==> src/hdl/cpp_regs.svh <==
// Constants for the channel parallel port block
`ifndef CPP_REGS_SVH
`define CPP_REGS_SVH
`define CPP_ADDR_DATA 1'h0
`define CPP_ADDR_STATUS 1'h1
`define CPP_ST_RXAVAIL 0
`define CPP_ST_TXSPACE 1
`define CPP_ST_SUSPEND 2
`define CPP_ST_CONFIG 3
`define CPP_ST_HIGH_VALUE 4'h0
`define CPP_MODE_RESET 8'h00
`define CPP_MODE_ASYNC 8'h01
`define CPP_MODE_SYNC 8'h04
`define CPP_LED_TIME_MS 50
`define CPP_CLK_HZ 20000000
`define CPP_LED_CYCLES ((`CPP_LED_TIME_MS * `CPP_CLK_HZ) / 1000)
`endif

==> src/hdl/cpp_pkg.sv <==
// Types for the channel parallel port block
package cpp_pkg;
    typedef enum logic [1:0] {
        CPP_PORT_UART,
        CPP_PORT_CPU_FIFO,
        CPP_PORT_PINS
    } cpp_port_e;
    typedef enum logic [2:0] {
        CPP_SY_IDLE,
        CPP_SY_SEND,
        CPP_SY_DRIVE,
        CPP_SY_SETUP,
        CPP_SY_STROBE
    } cpp_sync_e;
endpackage : cpp_pkg

==> src/hdl/cpp_channel_port.sv <==
// Channel parallel port: CPU-style FIFO, pin toggling, activity LEDs, flush/wake
// What this block does
// - Select high ignores strobes; address picks data/status
// - Status: rx avail, tx space, suspend, configured
// - CPU FIFO mode only from EEPROM configuration
// - Async mode drives update/sample strobes onto pins
// - Async mode self-clocks bytes at baud rate
// - Async outputs change on new data and tick
// - Direction mask from mode command, held
// - Mode value 1 async, 4 sync
// - Sync mode updates pins per received byte
// - Sync samples pins before applying byte
// - Sync proceeds only with room in the two-entry upstream buffer
// - Sync sequence: read, send, drive, setup, strobe
// - Serial mode drives two activity LEDs low
// - One-shot timer stretches LED activity
// - Flush/wake input honoured in FIFO, pin modes
// - Falling edge flushes upstream short packet
// - Pull-down enabled blocks leaving suspend
`timescale 1ns/1ps
`include "cpp_regs.svh"
module cpp_channel_port #(
    parameter int DATA_W = 8,
    parameter int LED_CYCLES = `CPP_LED_CYCLES
) (
    // Clock, reset, enable
    input wire logic ref_clk,
    input wire logic rst,
    input wire logic clk_en,
    // Configuration and USB state
    input wire logic eeprom_cpu_fifo,
    input wire logic usb_suspended,
    input wire logic usb_configured,
    input wire logic wake_pulldown_en,
    input wire logic baud_tick,
    // Mode command from host
    input wire logic mode_cmd_valid,
    input wire logic [7:0] mode_cmd_value,
    input wire logic [DATA_W-1:0] mode_cmd_mask,
    // USB receive FIFO (host to pins)
    input wire logic rx_valid,
    input wire logic [DATA_W-1:0] rx_data,
    output logic rx_ready,
    // USB transmit FIFO (pins to host)
    output logic tx_valid,
    output logic [DATA_W-1:0] tx_data,
    input wire logic tx_ready,
    // Host side events
    output logic flush_req,
    output logic wake_req,
    // CPU-style port pins
    input wire logic port_sel_n,
    input wire logic port_addr_bit,
    input wire logic port_rd_n,
    input wire logic port_wr_n,
    input wire logic [DATA_W-1:0] port_data_in,
    output logic [DATA_W-1:0] port_data_out,
    output logic port_data_oe,
    // Pin-toggling pins
    input wire logic [DATA_W-1:0] pins_in,
    output logic [DATA_W-1:0] pins_out,
    output logic [DATA_W-1:0] pins_oe,
    output logic pin_update_strobe_n,
    output logic pin_sample_strobe_n,
    // Activity LEDs, open drain
    output logic led_tx_out,
    output logic led_tx_oe,
    output logic led_rx_out,
    output logic led_rx_oe,
    // Flush / wake input
    input wire logic flush_wake_n
);
    function automatic logic cpu_access(input logic sel_n, input logic addr, input logic a);
        cpu_access = !sel_n && (addr == a);
    endfunction : cpu_access

    localparam int LW = $clog2(LED_CYCLES + 1);

    cpp_pkg::cpp_port_e port_mode;
    cpp_pkg::cpp_sync_e sy_state;
    logic pins_async;
    logic [DATA_W-1:0] async_hold;
    logic async_pending;
    logic [DATA_W-1:0] sample;
    logic [DATA_W-1:0] sync_byte;
    logic rd_q, wr_q, fw_q;
    logic [1:0] buf_cnt;
    logic [DATA_W-1:0] buf_d0, buf_d1;
    logic buf_in_valid, buf_in_ready;
    logic [DATA_W-1:0] buf_in_data;
    logic [LW-1:0] led_tx_cnt, led_rx_cnt;
    logic rx_take, fw_fall, rd_fall, wr_fall, honour;

    // Mode selection; CPU FIFO only comes from the EEPROM strap
    always_ff @(posedge ref_clk or posedge rst) begin
        if (rst) begin
            port_mode <= cpp_pkg::CPP_PORT_UART;
            pins_async <= 1'b0;
            pins_oe <= '0;
        end else if (clk_en) begin
            if (eeprom_cpu_fifo) begin
                port_mode <= cpp_pkg::CPP_PORT_CPU_FIFO;
            end else if (mode_cmd_valid) begin
                pins_oe <= mode_cmd_mask;
                if (mode_cmd_value == `CPP_MODE_ASYNC) begin
                    port_mode <= cpp_pkg::CPP_PORT_PINS;
                    pins_async <= 1'b1;
                end else if (mode_cmd_value == `CPP_MODE_SYNC) begin
                    port_mode <= cpp_pkg::CPP_PORT_PINS;
                    pins_async <= 1'b0;
                end else begin
                    port_mode <= cpp_pkg::CPP_PORT_UART;
                end
            end else if (port_mode == cpp_pkg::CPP_PORT_CPU_FIFO) begin
                // Strap gone: stop decoding the CPU pins instead of keeping a stale mode
                port_mode <= cpp_pkg::CPP_PORT_UART;
            end
        end
    end

    // Edge detection of strobes and flush/wake input
    always_ff @(posedge ref_clk or posedge rst) begin
        if (rst) begin
            rd_q <= 1'b1;
            wr_q <= 1'b1;
            fw_q <= 1'b1;
        end else if (clk_en) begin
            rd_q <= port_rd_n;
            wr_q <= port_wr_n;
            fw_q <= flush_wake_n;
        end
    end
    assign rd_fall = rd_q && !port_rd_n;
    assign wr_fall = wr_q && !port_wr_n;
    assign fw_fall = fw_q && !flush_wake_n;

    wire cpu_mode = (port_mode == cpp_pkg::CPP_PORT_CPU_FIFO);
    wire pin_mode = (port_mode == cpp_pkg::CPP_PORT_PINS);
    wire sync_mode = pin_mode && !pins_async;
    wire cpu_rd_data = cpu_mode && rd_fall && cpu_access(port_sel_n, port_addr_bit, `CPP_ADDR_DATA);
    wire cpu_wr_data = cpu_mode && wr_fall && cpu_access(port_sel_n, port_addr_bit, `CPP_ADDR_DATA);
    wire cpu_wr_flush = cpu_mode && wr_fall
        && cpu_access(port_sel_n, port_addr_bit, `CPP_ADDR_STATUS);

    // CPU port read side: data or status, select high ignores the strobes
    always_ff @(posedge ref_clk or posedge rst) begin
        if (rst) begin
            port_data_out <= '0;
        end else if (clk_en && cpu_mode && rd_fall) begin
            if (cpu_access(port_sel_n, port_addr_bit, `CPP_ADDR_STATUS)) begin
                port_data_out <= DATA_W'({`CPP_ST_HIGH_VALUE, usb_configured, usb_suspended,
                    tx_ready, rx_valid});
            end else if (cpu_rd_data) begin
                port_data_out <= rx_data;
            end
        end
    end
    assign port_data_oe = cpu_mode && !port_sel_n && !port_rd_n;

    // Receive FIFO consumption per mode
    assign rx_take = rx_valid && rx_ready;
    always_comb begin
        rx_ready = 1'b0;
        if (cpu_mode) begin
            rx_ready = cpu_rd_data;
        end else if (pin_mode && pins_async) begin
            rx_ready = !async_pending;
        end else if (sync_mode) begin
            rx_ready = (sy_state == cpp_pkg::CPP_SY_IDLE) && buf_in_ready;
        end
    end

    // Async pins: hold last value until new data meets a baud tick
    always_ff @(posedge ref_clk or posedge rst) begin
        if (rst) begin
            async_hold <= '0;
            async_pending <= 1'b0;
        end else if (clk_en && pin_mode && pins_async) begin
            if (async_pending && baud_tick) begin
                async_pending <= 1'b0;
            end else if (rx_take) begin
                async_hold <= rx_data;
                async_pending <= 1'b1;
            end
        end
    end

    // Sync cycle sequencer and pin/strobe drive
    always_ff @(posedge ref_clk or posedge rst) begin
        if (rst) begin
            sy_state <= cpp_pkg::CPP_SY_IDLE;
            sample <= '0;
            pins_out <= '0;
            pin_update_strobe_n <= 1'b1;
            pin_sample_strobe_n <= 1'b0;
        end else if (clk_en) begin
            if (pin_mode && pins_async) begin
                pin_sample_strobe_n <= !(rx_take);
                pin_update_strobe_n <= !(async_pending && baud_tick);
                if (async_pending && baud_tick) begin
                    pins_out <= async_hold;
                end
            end else begin
                case (sy_state)
                    cpp_pkg::CPP_SY_IDLE: begin
                        if (sync_mode && rx_take) begin
                            sample <= pins_in;
                            sy_state <= cpp_pkg::CPP_SY_SEND;
                        end
                    end
                    cpp_pkg::CPP_SY_SEND: begin
                        pin_sample_strobe_n <= 1'b1;
                        sy_state <= cpp_pkg::CPP_SY_DRIVE;
                    end
                    cpp_pkg::CPP_SY_DRIVE: begin
                        pin_sample_strobe_n <= 1'b0;
                        pins_out <= sync_byte;
                        sy_state <= cpp_pkg::CPP_SY_SETUP;
                    end
                    cpp_pkg::CPP_SY_SETUP: begin
                        pin_update_strobe_n <= 1'b0;
                        sy_state <= cpp_pkg::CPP_SY_STROBE;
                    end
                    cpp_pkg::CPP_SY_STROBE: begin
                        pin_update_strobe_n <= 1'b1;
                        sy_state <= cpp_pkg::CPP_SY_IDLE;
                    end
                    default: sy_state <= cpp_pkg::CPP_SY_IDLE;
                endcase
            end
        end
    end

    // Byte taken from the receive FIFO, held for the drive step
    always_ff @(posedge ref_clk or posedge rst) begin
        if (rst) begin
            sync_byte <= '0;
        end else if (clk_en && sync_mode && rx_take) begin
            sync_byte <= rx_data;
        end
    end

    // Upstream words: CPU writes, sync samples during the send step
    always_comb begin
        buf_in_valid = 1'b0;
        buf_in_data = port_data_in;
        if (cpu_wr_data) begin
            buf_in_valid = 1'b1;
        end else if (sync_mode && sy_state == cpp_pkg::CPP_SY_SEND) begin
            buf_in_valid = 1'b1;
            buf_in_data = sample;
        end
    end

    // Two-entry buffer toward the transmit FIFO; a CPU write while it is full is dropped
    assign buf_in_ready = (buf_cnt != 2'd2);
    assign tx_valid = (buf_cnt != 2'd0);
    assign tx_data = buf_d0;
    always_ff @(posedge ref_clk or posedge rst) begin
        if (rst) begin
            buf_cnt <= 2'd0;
            buf_d0 <= '0;
            buf_d1 <= '0;
        end else if (clk_en) begin
            case ({buf_in_valid && buf_in_ready, tx_valid && tx_ready})
                2'b10: begin
                    if (buf_cnt == 2'd0) buf_d0 <= buf_in_data;
                    else buf_d1 <= buf_in_data;
                    buf_cnt <= buf_cnt + 2'd1;
                end
                2'b01: begin
                    buf_d0 <= buf_d1;
                    buf_cnt <= buf_cnt - 2'd1;
                end
                2'b11: begin
                    if (buf_cnt == 2'd1) buf_d0 <= buf_in_data;
                    else begin
                        buf_d0 <= buf_d1;
                        buf_d1 <= buf_in_data;
                    end
                end
                default: buf_cnt <= buf_cnt;
            endcase
        end
    end

    // Flush and wake; pull-down keeps the channel asleep
    assign honour = cpu_mode || pin_mode;
    always_ff @(posedge ref_clk or posedge rst) begin
        if (rst) begin
            flush_req <= 1'b0;
            wake_req <= 1'b0;
        end else if (clk_en) begin
            flush_req <= cpu_wr_flush
                || (honour && fw_fall && !usb_suspended);
            wake_req <= honour && fw_fall && usb_suspended
                && !wake_pulldown_en;
        end
    end

    // Activity LEDs in serial mode, stretched so short bursts stay visible
    wire uart_mode = (port_mode == cpp_pkg::CPP_PORT_UART);
    always_ff @(posedge ref_clk or posedge rst) begin
        if (rst) begin
            led_tx_cnt <= '0;
            led_rx_cnt <= '0;
        end else if (clk_en) begin
            if (uart_mode && tx_valid && tx_ready) led_tx_cnt <= LW'(LED_CYCLES);
            else if (led_tx_cnt != '0) led_tx_cnt <= led_tx_cnt - 1'b1;
            if (uart_mode && rx_take) led_rx_cnt <= LW'(LED_CYCLES);
            else if (led_rx_cnt != '0) led_rx_cnt <= led_rx_cnt - 1'b1;
        end
    end
    assign led_tx_out = 1'b0;
    assign led_rx_out = 1'b0;
    assign led_tx_oe = uart_mode && (led_tx_cnt != '0);
    assign led_rx_oe = uart_mode && (led_rx_cnt != '0);
endmodule : cpp_channel_port

==> config.mk <==
export PLATFORM = sky130hd
export DESIGN_NAME = cpp_channel_port
export DESIGN_NICKNAME = d
export VERILOG_FILES = /design/src/hdl/cpp_pkg.sv /design/src/hdl/cpp_channel_port.sv
export VERILOG_INCLUDE_DIRS = /design/src /design/src/hdl
export SDC_FILE = /design/constraint.sdc
export NUM_CORES = 1
export LEC_CHECK = 0
export BUFFER_PORTS_ARGS = -buffer_cell sky130_fd_sc_hd__buf_2
export CORE_MARGIN = 10
export CORE_UTILIZATION = 30
export DETAILED_ROUTE_END_ITERATION = 12
export GPL_TIMING_DRIVEN = 1
export PLACE_DENSITY = 0.55
export RECOVER_POWER = 50
export SYNTH_ARGS = -nofsm -noshare
export SYNTH_HDL_FRONTEND = slang
export SYNTH_SLANG_ARGS = --single-unit
==> constraint.sdc <==
create_clock -name ref_clk -period 3.6 [get_ports ref_clk]
set_input_delay 0.18 -clock ref_clk [delete_from_list [all_inputs] [get_ports ref_clk]]
set_output_delay 0.18 -clock ref_clk [all_outputs]
set_load 0.01 [all_outputs]
== Yosys cells after proc, flatten, opt, wreduce, memory -nomap -nowiden ==
Cells that the tools add are included.

* Bits in registers: 120
* Input port bits: 56
* Output and inout port bits: 43
* Word-level logic and storage cells: 168

* Add/subtract/negate cells: 4
* Eq/ne operators: 18
* Muxes and demuxes: 38
* Bitwise gates (word level): 4
* Reductions and logical operators: 82

{| class="wikitable"
|+ Operators with widths
! cell !! number
|-
| two-way mux 8 bit || 11
|-
| two-way mux 20 bit || 4
|-
| nonzero test 20 bit || 2
|-
| subtractor 20 x 1 -> 20 bit, second input constant || 2
|-
| logical AND 1 bit || 36
|-
| one-hot mux 8 bit (3 select lines) || 1
|-
| nonzero test 2 bit || 9
|-
| one-hot mux 8 bit (2 select lines) || 1
|-
| AND reduction 2 bit || 8
|-
| AND reduction 3 bit || 5
|-
| one-hot mux 3 bit (4 select lines) || 1
|-
| AND reduction 4 bit || 3
|-
| nonzero test 3 bit || 4
|-
| two-way mux 1 bit || 11
|-
| zero test 1 bit || 10
|-
| two-way mux 2 bit || 5
|-
| == test 8 x 1 -> 1 bit, second input constant || 1
|-
| == test 8 x 3 -> 1 bit, second input constant || 1
|-
| inequality test 2 bit, second input constant || 4
|-
| == test 2 x 1 -> 1 bit, second input constant || 3
|-
| == test 2 bit, second input constant || 3
|-
| == test 3 x 2 -> 1 bit, second input constant || 2
|-
| zero test 2 bit || 2
|-
| inequality test 2 x 1 -> 1 bit, second input constant || 2
|-
| 10 further kinds || 15
|}

== Longest topological paths before layout ==
Gate-level depths: netlist of run 1.

* Depth after elaboration: 9
* Mapped depth: 14
* Gate-level depth less buffers: 12

== Worst setup path before layout of run 1 ==
Ideal clock, no wire load.

* Path type: register to register
* Start point: register port_mode[0]
* End point: register buf_d1[0]
* Setup time: 136 ps
* Arrival: 2490 ps
* Data required time: 3464 ps
* Setup slack: 974 ps
* Cell stages (with the launch flop): 13
* Buffers on the path: 1
* Clock period less this slack: 2626 ps
* Cell sequence: dfrtp_1 > inv_1 > ha_1 > or3b_2 > or2_2 > nand2_1 > nand2b_1 > inv_1 > ha_1 > nand2_1 > o2111ai_1 > buf_1 > o21ai_0

* Word-level cells in the longest chain between the ends: 9
* Elaborated cells on any way between the ends: 20
* Those cells by class: 6 x eq/ne; 7 x mux; 7 x reduce/logical

{| class="wikitable"
|+ Ends and longest elaborated chain
! what !! line !! source
|-
| start, declared || cpp_channel_port.sv:79 || <nowiki>cpp_pkg::cpp_port_e port_mode;</nowiki>
|-
| start signal, assigned || cpp_channel_port.sv:97 || <nowiki>port_mode <= cpp_pkg::CPP_PORT_UART;</nowiki>
|-
| start signal, assigned || cpp_channel_port.sv:102 || <nowiki>port_mode <= cpp_pkg::CPP_PORT_CPU_FIFO;</nowiki>
|-
| start signal, assigned || cpp_channel_port.sv:106 || <nowiki>port_mode <= cpp_pkg::CPP_PORT_PINS;</nowiki>
|-
| == test 2 bit || cpp_channel_port.sv:138 || <nowiki>wire pin_mode = (port_mode == cpp_pkg::CPP_PORT_PINS);</nowiki>
|-
| logical AND 1 bit || cpp_channel_port.sv:139 || <nowiki>wire sync_mode = pin_mode && !pins_async;</nowiki>
|-
| logical AND 1 bit || cpp_channel_port.sv:249 || <nowiki>end else if (sync_mode && sy_state == cpp_pkg::CPP_SY_SEND) begin</nowiki>
|-
| two-way mux 1 bit || cpp_channel_port.sv:249 ||
|-
| two-way mux 1 bit || cpp_channel_port.sv:247 || <nowiki>if (cpu_wr_data) begin</nowiki>
|-
| logical AND 1 bit || cpp_channel_port.sv:265 || <nowiki>case ({buf_in_valid && buf_in_ready, tx_valid && tx_ready})</nowiki>
|-
| == test 2 bit || cpp_channel_port.sv:265 ||
|-
| inequality test 2 bit (no line) or nonzero test 2 bit (tied branches) || -- ||
|-
| AND reduction 4 bit (no line) || -- ||
|-
| end signal, assigned || cpp_channel_port.sv:268 || <nowiki>else buf_d1 <= buf_in_data;</nowiki>
|-
| end signal, assigned || cpp_channel_port.sv:279 || <nowiki>buf_d1 <= buf_in_data;</nowiki>
|-
| end, declared || cpp_channel_port.sv:88 || <nowiki>logic [DATA_W-1:0] buf_d0, buf_d1;</nowiki>
|}

Parallel ways exist; a longest one is shown, timed or not. The select of a mux whose other input is x is not followed.
A chain may end at the register's enable or synchronous reset.

== Final worst setup path of run 1 ==
* Start point: register port_mode[0]
* End point: register buf_d0[5], in the netlist tx_data[5]

* Word-level cells in the longest chain between the ends: 9
* Elaborated cells on any way between the ends: 20
* Those cells by class: 6 x eq/ne; 7 x mux; 7 x reduce/logical

{| class="wikitable"
|+ Ends and longest elaborated chain
! what !! line !! source
|-
| == test 2 bit || cpp_channel_port.sv:138 ||
|-
| logical AND 1 bit || cpp_channel_port.sv:139 ||
|-
| logical AND 1 bit || cpp_channel_port.sv:249 ||
|-
| two-way mux 1 bit || cpp_channel_port.sv:249 ||
|-
| two-way mux 1 bit || cpp_channel_port.sv:247 ||
|-
| logical AND 1 bit || cpp_channel_port.sv:265 ||
|-
| == test 2 bit or == test 2 x 1 -> 1 bit (tied branches) || cpp_channel_port.sv:265 ||
|-
| inequality test 2 bit (no line) or nonzero test 3 bit (tied branches) || -- ||
|-
| AND reduction 3 bit (no line) || -- ||
|-
| end signal, assigned || cpp_channel_port.sv:267 || <nowiki>if (buf_cnt == 2'd0) buf_d0 <= buf_in_data;</nowiki>
|-
| end signal, assigned || cpp_channel_port.sv:272 || <nowiki>buf_d0 <= buf_d1;</nowiki>
|-
| end signal, assigned || cpp_channel_port.sv:276 || <nowiki>if (buf_cnt == 2'd1) buf_d0 <= buf_in_data;</nowiki>
|-
| end, declared || cpp_channel_port.sv:88 ||
|}

Parallel ways exist; a longest one is shown, timed or not. The select of a mux whose other input is x is not followed.

==> results.cfg, run 1 <==
[run_status]
outcome = finished, violations left
violations = max-capacitance violations, max-slew violations

[floorplanning]
coreArea_um2 = 20400
die_area_um2 = 27200
num_io_pins = 99
fp-row-count = 52
start_util = 0.308
die_y_um = 165
dieWidth_um = 165

[layout]
final_core_util = 0.382
fin_cells = 1008
fin_nets = 792
layout_common_cells = 116 x dfrtp_1, 60 x nand2_1, 58 x buf_2, 44 x nor2_1, 44 x mux2_2
layout_commonest_cell = dfrtp_1
area_delta_synth_final_pct = 23.9
drive_gt1_frac = 0.231

[critical_path]
cp_cell_sequence = inv_1, ha_1, or3b_2, or2_2, nand2_1, nand2b_1, inv_1, ha_1, a21oi_1, nor2_1, o2bb2ai_1, mux2_2
r2r_start = port_mode[0]
cp_slowest_cell = or3b_2
start_kind = flip-flop
cp_data_arrival_time_ns = 3.34
slowest_delay_ns = 0.51
cp.required_ns = 3.95
crit_type = reg -> reg
critPathLaunch = port_mode[0]
end_kind = flip-flop
worst-path-buf-inv = 2
cp_top_family = simple AND/OR/NAND/NOR gates
crit_fanout = 8

[grt]
grt_max_degree = 64
antenna_found_initial = 3
grt_pass1_wl_um = 28200
grt_pass1_vias = 5251
overflow = 0
grt_util_all_layers = 0.130

[hold_path]
min_from = rx_data[5]
min_path_type = in -> reg

[timing]
hold_viol = 0
clock.fmax_ghz = 0.334
setup_viol = 0
layout_setup_ws_ns = 0.607
post-route-period-util = 0.831
tns_ns = 0
rsz0062_at_grt = no
tightestPinTransition_ns = 2.40
clock_skew_ns = 0.0133
max_slew_margin = -0.600
drv_slew = 64
finalWorstPathRequiredPeriod_ns = 2.99

[pwr]
power_frac_comb = 0.249
pwr-share-clk = 0.348
leakagePower_nw = 3.41
p_sw_mw = 1.71
switching_share = 0.344
internal_power_mw = 3.27
p_per_area_nw_per_um2 = 638
ir_drop_mv = 0.440
p_seq_frac = 0.403

[drt]
wl_um = 16800
first_pass_iters = 4
wl_per_cell_um = 16.6
dr_total_vias = 4962
drc = 0
drtIter0Drc = 276
ant_nets = 0
via_per_inst = 4.92

[logic_synthesis]
syn_area_um2 = 6300
synth_warnings = 0
synth_edf_count = 0
synth_flop_cell = dfrtp_1
syn_area_per_cell_um2 = 10.4
syn_inst = 606
synthArstFlopShare = 1.00
ys_ff_latch = 120
seq_area_frac_synth = 0.478
synth_cell_type_count = 73

[cts]
cts.sinks = 120
cts_max_path_buffers = 2
clock-root-buffer = clkbuf_16
cts_inserted_buffers = 17
clk_latency_ns = 0.42
h-tree-depth = 4
cts_setup_buffers = 0
clk_pin_slew_ns = 0.06
cts_tree = built

[placed_design]
placed_cells = 955
pre_cts_slack_ns = 0.630
dpl.hpwl_um = 12000
routabilityCongestion = 0.775
port_buffers = 96

[flow_run]
max_cap_violations = 1
## timing repair
item	CTS	global route
endpoints found under the hold margin	78	0
hold buffers	19	0
resized for setup	0	0
## power groups by stage
stage / sequential (mW) / clock (mW) / combinational [mW]
finish: 2.01 / 1.73 / 1.24
global route: 2.07 / 1.84 / 1.43
CTS: 2.00 / 1.77 / 1.31
detailed placement: 2.02 / 0 / 1.28
global placement: 2.02 / 0 / 1.27
floorplan: 1.99 / 0 / 0.856
## layout make-up
cell class                      instances  area, µm²
Fill cell                            2057      12600
Inverter                               21       78.8
Clock buffer                           18        439
Tap cell                              270        338
Timing Repair Buffer                  122        669
Clock inverter                         14        161
Antenna cell                            2       5.00
Multi-Input combinational cell        441       3100
Sequential cell                       120       3010
## kinds of logic (layout without fill, tap and decap cells)
| family | Yosys count | after routing | share of synthesized area |
|---|---|---|---|
| adder cells (fa/ha/maj) | 13 | 13 | 0.0258 |
| XOR/XNOR | 13 | 13 | 0.0181 |
| buffers and inverters | 46 | 175 | 0.0300 |
| multiplexers | 66 | 66 | 0.114 |
| AO/OA/AOI/OAI | 137 | 137 | 0.148 |
| AND/OR/NAND/NOR | 210 | 210 | 0.186 |
| flip-flops | 120 | 120 | 0.478 |
| other | 1 | 4 | 0.000595 |
## worst min-delay path, stage by stage
cell,delay [ns]
buf_2,0.12
nand2_1,0.05
o21ai_0,0.06
## routing by layer
metal	track usage	routed length (µm)
met2	0.193	7390
met4	0.0306	74
met1	0.174	8240
met3	0.0528	1050
met5	0	11
## flip-flops by register name, indices dropped and copies added, names as in the netlist, 2 cells and up
signal,count
led_rx_cnt,20
led_tx_cnt,20
async_hold,8
buf_d1,8
pins_oe,8
pins_out,8
port_data_out,8
sample,8
sync_byte,8
tx_data,8
sy_state,3
buf_cnt,2
port_mode,2
## metrics by stage
stage | hold WS, ns | area (µm²) | total power [mW]
floorplan | 0.292 | 6300 | 2.84
global placement | 0.396 | 7060 | 3.29
detailed placement | 0.389 | 7060 | 3.30
CTS | 0.0193 | 7860 | 5.08
global route | 0.0303 | 7800 | 5.33
finish | 0.0381 | 7800 | 4.98
## worst paths after layout
kind | end | slack, ns | cells after the start
setup / recovery | tx_data[5] | 0.61 | 12
hold / removal | port_data_out[5] | 0.04 | 3
setup reg to reg | tx_data[5] | 0.61 | 12
hold reg to reg | buf_d1[4] | 0.48 | 2
max in group asynchronous | led_tx_cnt[5] | 0.69 | 4
min in group asynchronous | sample[7] | 1.14 | 3
## synthesized netlist by cell type (all sizes together), types with 11 or more instances
cell type / n / area (µm²)
nand3: 13 / 65.1
nand2: 60 / 225
inv: 20 / 75.1
nor2: 45 / 176
nor4: 12 / 115
mux2i: 22 / 220
o21ai: 37 / 185
a21oi: 31 / 155
or4: 11 / 109
mux2: 44 / 495
nor3: 13 / 65.1
clkbuf: 15 / 56.3
dfrtp: 116 / 2900
ha: 13 / 163
Power figures use the tool's default switching activity.
==> run 2, diff against run 1 <==
==> constraint.sdc (replaced) <==
create_clock -name ref_clk -period 2.7 [get_ports ref_clk]
set_input_delay 0.135 -clock ref_clk [delete_from_list [all_inputs] [get_ports ref_clk]]
set_output_delay 0.135 -clock ref_clk [all_outputs]
set_load 0.01 [all_outputs]
==> run 2 against run 1 <==
Against the previous run: the run now ends clean; cell area rose by 4.5%; via count rose by 3.3%; final cell count rose by 3.4%; non-clock buffer count rose by 35; utilization rose by 1.7 points; critical endpoint is now led_rx_oe.
==> results.cfg, run 2 (synthesis results as in run 1) <==
[critical_path]
r2r_start = port_mode[0]
crit_type = reg -> out
end_kind = primary output
start_kind = flip-flop
cp_data_arrival_time_ns = 2.45
critPathLaunch = led_rx_cnt[11]
crit_fanout = 7
cp.required_ns = 2.57

[layout]
area_delta_synth_final_pct = 29.5
layout_commonest_cell = dfrtp_1
fin_nets = 827
drive_gt1_frac = 0.270
layout_common_cells = 116 x dfrtp_1, 60 x nand2_1, 60 x buf_2, 44 x mux2_2, 43 x nor2_1
largestRegisters = led_rx_cnt: 20 flops, led_tx_cnt: 20 flops

[floorplanning]
dieWidth_um = 165
die_y_um = 165
fp-row-count = 52
num_io_pins = 99
die_area_um2 = 27200
start_util = 0.308
coreArea_um2 = 20400

[cts]
clk_pin_slew_ns = 0.06
clk_latency_ns = 0.43
h-tree-depth = 4
cts_max_path_buffers = 2
cts.sinks = 120
cts_inserted_buffers = 17
cts_tree = built
clock-root-buffer = clkbuf_16

[grt]
grt_max_degree = 59
grt_pass1_wl_um = 28200
grt_pass1_vias = 5345
overflow = 0
grt_util_all_layers = 0.131
antenna_found_initial = 1

[pwr]
p_seq_frac = 0.390
p_sw_mw = 2.33
p_per_area_nw_per_um2 = 836
internal_power_mw = 4.49
ir_drop_mv = 0.768
power_mw = 6.82
pwr-share-clk = 0.351
leakagePower_nw = 3.57
switching_share = 0.342
power_frac_comb = 0.259

[timing]
clock_skew_ns = 0.00830
max_slew_margin = 0.0358
layout_setup_ws_ns = 0.113
clock.fmax_ghz = 0.386
post-route-period-util = 0.958
drv_slew = 0
tightestPinTransition_ns = 1.45
hold_viol = 0
finalWorstPathRequiredPeriod_ns = 2.59
setup_viol = 0

[run_status]
outcome = complete, no violations

[drt]
wl_per_cell_um = 16.6
wl_um = 17300
drtIter0Drc = 281
drc = 0
dr_total_vias = 5128
ant_nets = 0
via_per_inst = 4.92
first_pass_iters = 5

[flow_run]
max_cap_violations = 0

[placed_design]
routabilityCongestion = 0.778
port_buffers = 96
dpl.hpwl_um = 12300
pre_cts_slack_ns = -0.0720

[hold_path]
min_path_type = in -> reg
min_from = rx_data[0]
==> run 2: changes by cell type in the layout (fill, tap and decap cells not counted), moves of 3 or more <==
cell / delta
ha_1: -3
buf_4: +22
ha_2: +3
dlygate4sd3_1: +9
inv_1: -3
==> run 2: layout make-up <==
class / count / area [µm²]
diodes: 1 / 2.50
flip-flops and latches: 120 / 3010
fillers: 2069 / 12300
inverters: 21 / 80.1
repair buffers: 157 / 951
clock buffers: 17 / 425
multi-input cells: 441 / 3160
clock inverters: 15 / 191
well taps: 270 / 338
==> run 2: timing repair <==
action	CTS	global route
setup buffers	0	4
pin swaps	0	1
gates cloned	0	1
resized for setup	1	16
hold endpoints to repair	41	0
hold buffers	28	0
setup endpoints to repair	8	26
==> run 2: path summary, 6_finish.rpt <==
| check | cells after the start | endpoint | slack, ns |
|---|---|---|---|
| setup / recovery | 5 | led_rx_oe | 0.11 |
| hold / removal | 2 | sync_byte[0] | 0.01 |
| setup reg to reg | 12 | tx_data[5] | 0.12 |
| hold reg to reg | 2 | buf_d1[7] | 0.48 |
| max in group asynchronous | 4 | led_rx_cnt[12] | 0.79 |
| min in group asynchronous | 3 | sample[0] | 0.22 |
==> run 2: worst max-delay path, stage by stage, from the launching register on <==
cell and delay [ns]:
dfrtp_1 0.43, or4_4 0.59, or4_4 0.58, nor2_4 0.22
nor2b_1 0.07, buf_2 0.14
==> run 2: power by group through the flow <==
stage          Sequential [mW]  Clock, mW  Combinational (mW)
2_1_floorplan             2.65          0                1.14
3_3_place_gp              2.67          0                1.77
3_5_place_dp              2.67          0                1.79
4_1_cts                   2.65       2.43                1.83
5_1_grt                   2.73       2.53                2.01
6_report                  2.66       2.39                1.77
==> run 2: metrics by stage <==
step / cell area (µm²) / TNS (ns) / cells / hold WS, ns / util
floorplan: 6300 / 0 / 607 / 0.247 / -
CTS: 8120 / 0 / 1036 / 0.00308 / 0.398
detailed placement: 7220 / -0.434 / 976 / 0.0676 / 0.354
finish: 8160 / 0 / 1042 / 0.0104 / 0.399
global placement: 7220 / 0 / 976 / 0.0635 / 0.354
global route: 8150 / -0.0997 / 1041 / 0.00636 / 0.399
==> run 2: routing by layer <==
layer / part of all wire / up-vias / track usage
li1: - / 2526 / -
met1: 0.48 / 2481 / 0.171
met2: 0.45 / 102 / 0.198
met3: 0.057 / 19 / 0.0475
met4: 0.011 / 0 / 0.0362
met5: 0 / - / 0
==> run 3, diff against run 2 <==
--- a/config.mk
+++ b/config.mk
@@ -9,10 +9,11 @@
 export BUFFER_PORTS_ARGS = -buffer_cell sky130_fd_sc_hd__buf_2
 export CORE_MARGIN = 10
 export CORE_UTILIZATION = 30
+export CTS_CLUSTER_DIAMETER = 150
 export DETAILED_ROUTE_END_ITERATION = 12
 export GPL_TIMING_DRIVEN = 1
 export PLACE_DENSITY = 0.55
-export RECOVER_POWER = 50
+export RECOVER_POWER = 100
 export SYNTH_ARGS = -nofsm -noshare
 export SYNTH_HDL_FRONTEND = slang
 export SYNTH_SLANG_ARGS = --single-unit
==> run 3 against run 2 <==
Against the previous run: highest routed layer unchanged; critical endpoint unchanged; largest cell class unchanged; power fell by 0.54%; sequential share of layout area up 0.38 points; largest power group unchanged; clock-buffer cell count unchanged; final cell count unchanged.
==> results.cfg, run 3 (synthesis results as in run 1) <==
[critical_path]
end_kind = primary output
cp_slowest_cell = or4_4
cp_cell_sequence = or4_4, or4_4, nor2_4, nor2b_1, buf_2
cp.required_ns = 2.57
crit_type = reg -> out
crit_fanout = 7
start_kind = flip-flop
worst-path-buf-inv = 1
crit_path_frequent_cell = or4_4
cp_top_family = simple AND/OR/NAND/NOR gates
slowest_delay_ns = 0.59
cp_data_arrival_time_ns = 2.45

[cts]
h-tree-depth = 4
clk_latency_ns = 0.42
cts_max_path_buffers = 2
clk_pin_slew_ns = 0.06
cts.sinks = 120
cts_inserted_buffers = 17
cts_tree = built
clock-root-buffer = clkbuf_16

[pwr]
ir_drop_mv = 0.769
p_per_area_nw_per_um2 = 840
power_mw = 6.78
leakagePower_nw = 3.53

[layout]
drive_gt1_frac = 0.249
layout_commonest_cell = dfrtp_1
largestRegisters = led_rx_cnt: 20 flops, led_tx_cnt: 20 flops
layout_common_cells = 116 x dfrtp_1, 60 x nand2_1, 57 x buf_2, 49 x clkbuf_1, 44 x mux2_2
fillers = 2081
area_delta_synth_final_pct = 28.2
regArea_um2 = 3010
fin_cells = 1042
final_core_util = 0.395
fin_nets = 827
multiInputGateArea_um2 = 3110

[drt]
wl_um = 17200
via_per_inst = 4.92
first_pass_iters = 4
drtIter0Drc = 284
drc = 0
wl_per_cell_um = 16.6
ant_nets = 0
dr_total_vias = 5131

[grt]
overflow = 0
grt_pass1_wl_um = 28200
antenna_found_initial = 1
grt_max_degree = 59
grt_util_all_layers = 0.131
grt_pass1_vias = 5345

[run_status]
outcome = complete, no violations

[hold_path]
min_path_type = in -> reg

[flow_run]
max_cap_violations = 0

[timing]
finalWorstPathRequiredPeriod_ns = 2.59
drv_slew = 0
tightestPinTransition_ns = 1.44
setup_viol = 0
clock.fmax_ghz = 0.386
hold_viol = 0
max_slew_margin = 0.0374
fin_hold_ws_ns = 0.0120
clock_skew_ns = 0.00724
post-route-period-util = 0.959
tns_ns = 0

[placed_design]
routabilityCongestion = 0.778
port_buffers = 96
placed_cells = 976
dpl.hpwl_um = 12300

[floorplanning]
start_util = 0.308
dieWidth_um = 165
die_y_um = 165
coreArea_um2 = 20400
fp-row-count = 52
die_area_um2 = 27200
num_io_pins = 99
[run 3: changes by cell type in the layout (fill, tap and decap cells not counted), sizes merged]
cell,delta
buf,-12
clkbuf,+12
[run 3: final timing paths]
kind                       slack (ns)        endpoint      startpoint  depth (start not counted)
setup / recovery                 0.11       led_rx_oe  led_rx_cnt[11]                          5
hold / removal                   0.01    sync_byte[0]      rx_data[0]                          2
setup reg to reg                 0.12      tx_data[5]    port_mode[0]                         12
hold reg to reg                  0.48       buf_d1[7]       buf_d1[7]                          2
max in group asynchronous        0.79  led_rx_cnt[12]             rst                          4
min in group asynchronous        0.21       sample[0]             rst                          3
[run 3: final cells by class]
| type | count | share of cell area |
|---|---|---|
| multi-input combinational | 441 | 0.385 |
| clock buffer | 17 | 0.0527 |
| tap | 270 | 0.0418 |
| inverter | 21 | 0.00992 |
| timing repair buffer | 157 | 0.114 |
| antenna | 1 | 0.000310 |
| sequential | 120 | 0.373 |
| clock inverter | 15 | 0.0237 |
[run 3: routing by layer]
metal,global-route usage,part of all wire
met1,0.171,0.48
met4,0.0362,0.013
met3,0.0475,0.060
met5,0,0
met2,0.198,0.45
[run 3: worst register-to-register path, cell delays in order, from the launching register on]
cell       delay (ns)
dfrtp_1          0.40
inv_2            0.07
ha_2             0.17
or3b_4           0.37
or2_2            0.30
nand2_1          0.09
nand2b_1         0.09
clkbuf_4         0.14
ha_2             0.19
a21oi_2          0.16
nor2_4           0.09
o2bb2ai_2        0.13
mux2_2           0.26
[run 3: through the flow]
step / setup WS (ns) / cell area [µm²]
detailed placement: -0.0720 / 7220
CTS: 0.0520 / 8120
floorplan: 0.0738 / 6300
global placement: 0.0113 / 7220
global route: -0.0232 / 8070
finish: 0.112 / 8070
[run 3: repair_timing]
item / CTS / global route
buffers inserted: 0 / 4
cloned: 0 / 1
endpoints found under the hold margin: 41 / 0
pin swaps: 0 / 1
resized for setup: 1 / 16
endpoints found under the setup margin: 8 / 26
hold buffers: 28 / 0
[run 3: power by group]
part | total, mW | leakage (nW) | internal (mW) | switching, mW
combinational | 1.73 | 1.73 | 0.740 | 0.993
sequential | 2.65 | 1.50 | 2.25 | 0.402
clock | 2.39 | 0.297 | 1.47 | 0.923
total | 6.78 | 3.53 | 4.46 | 2.32
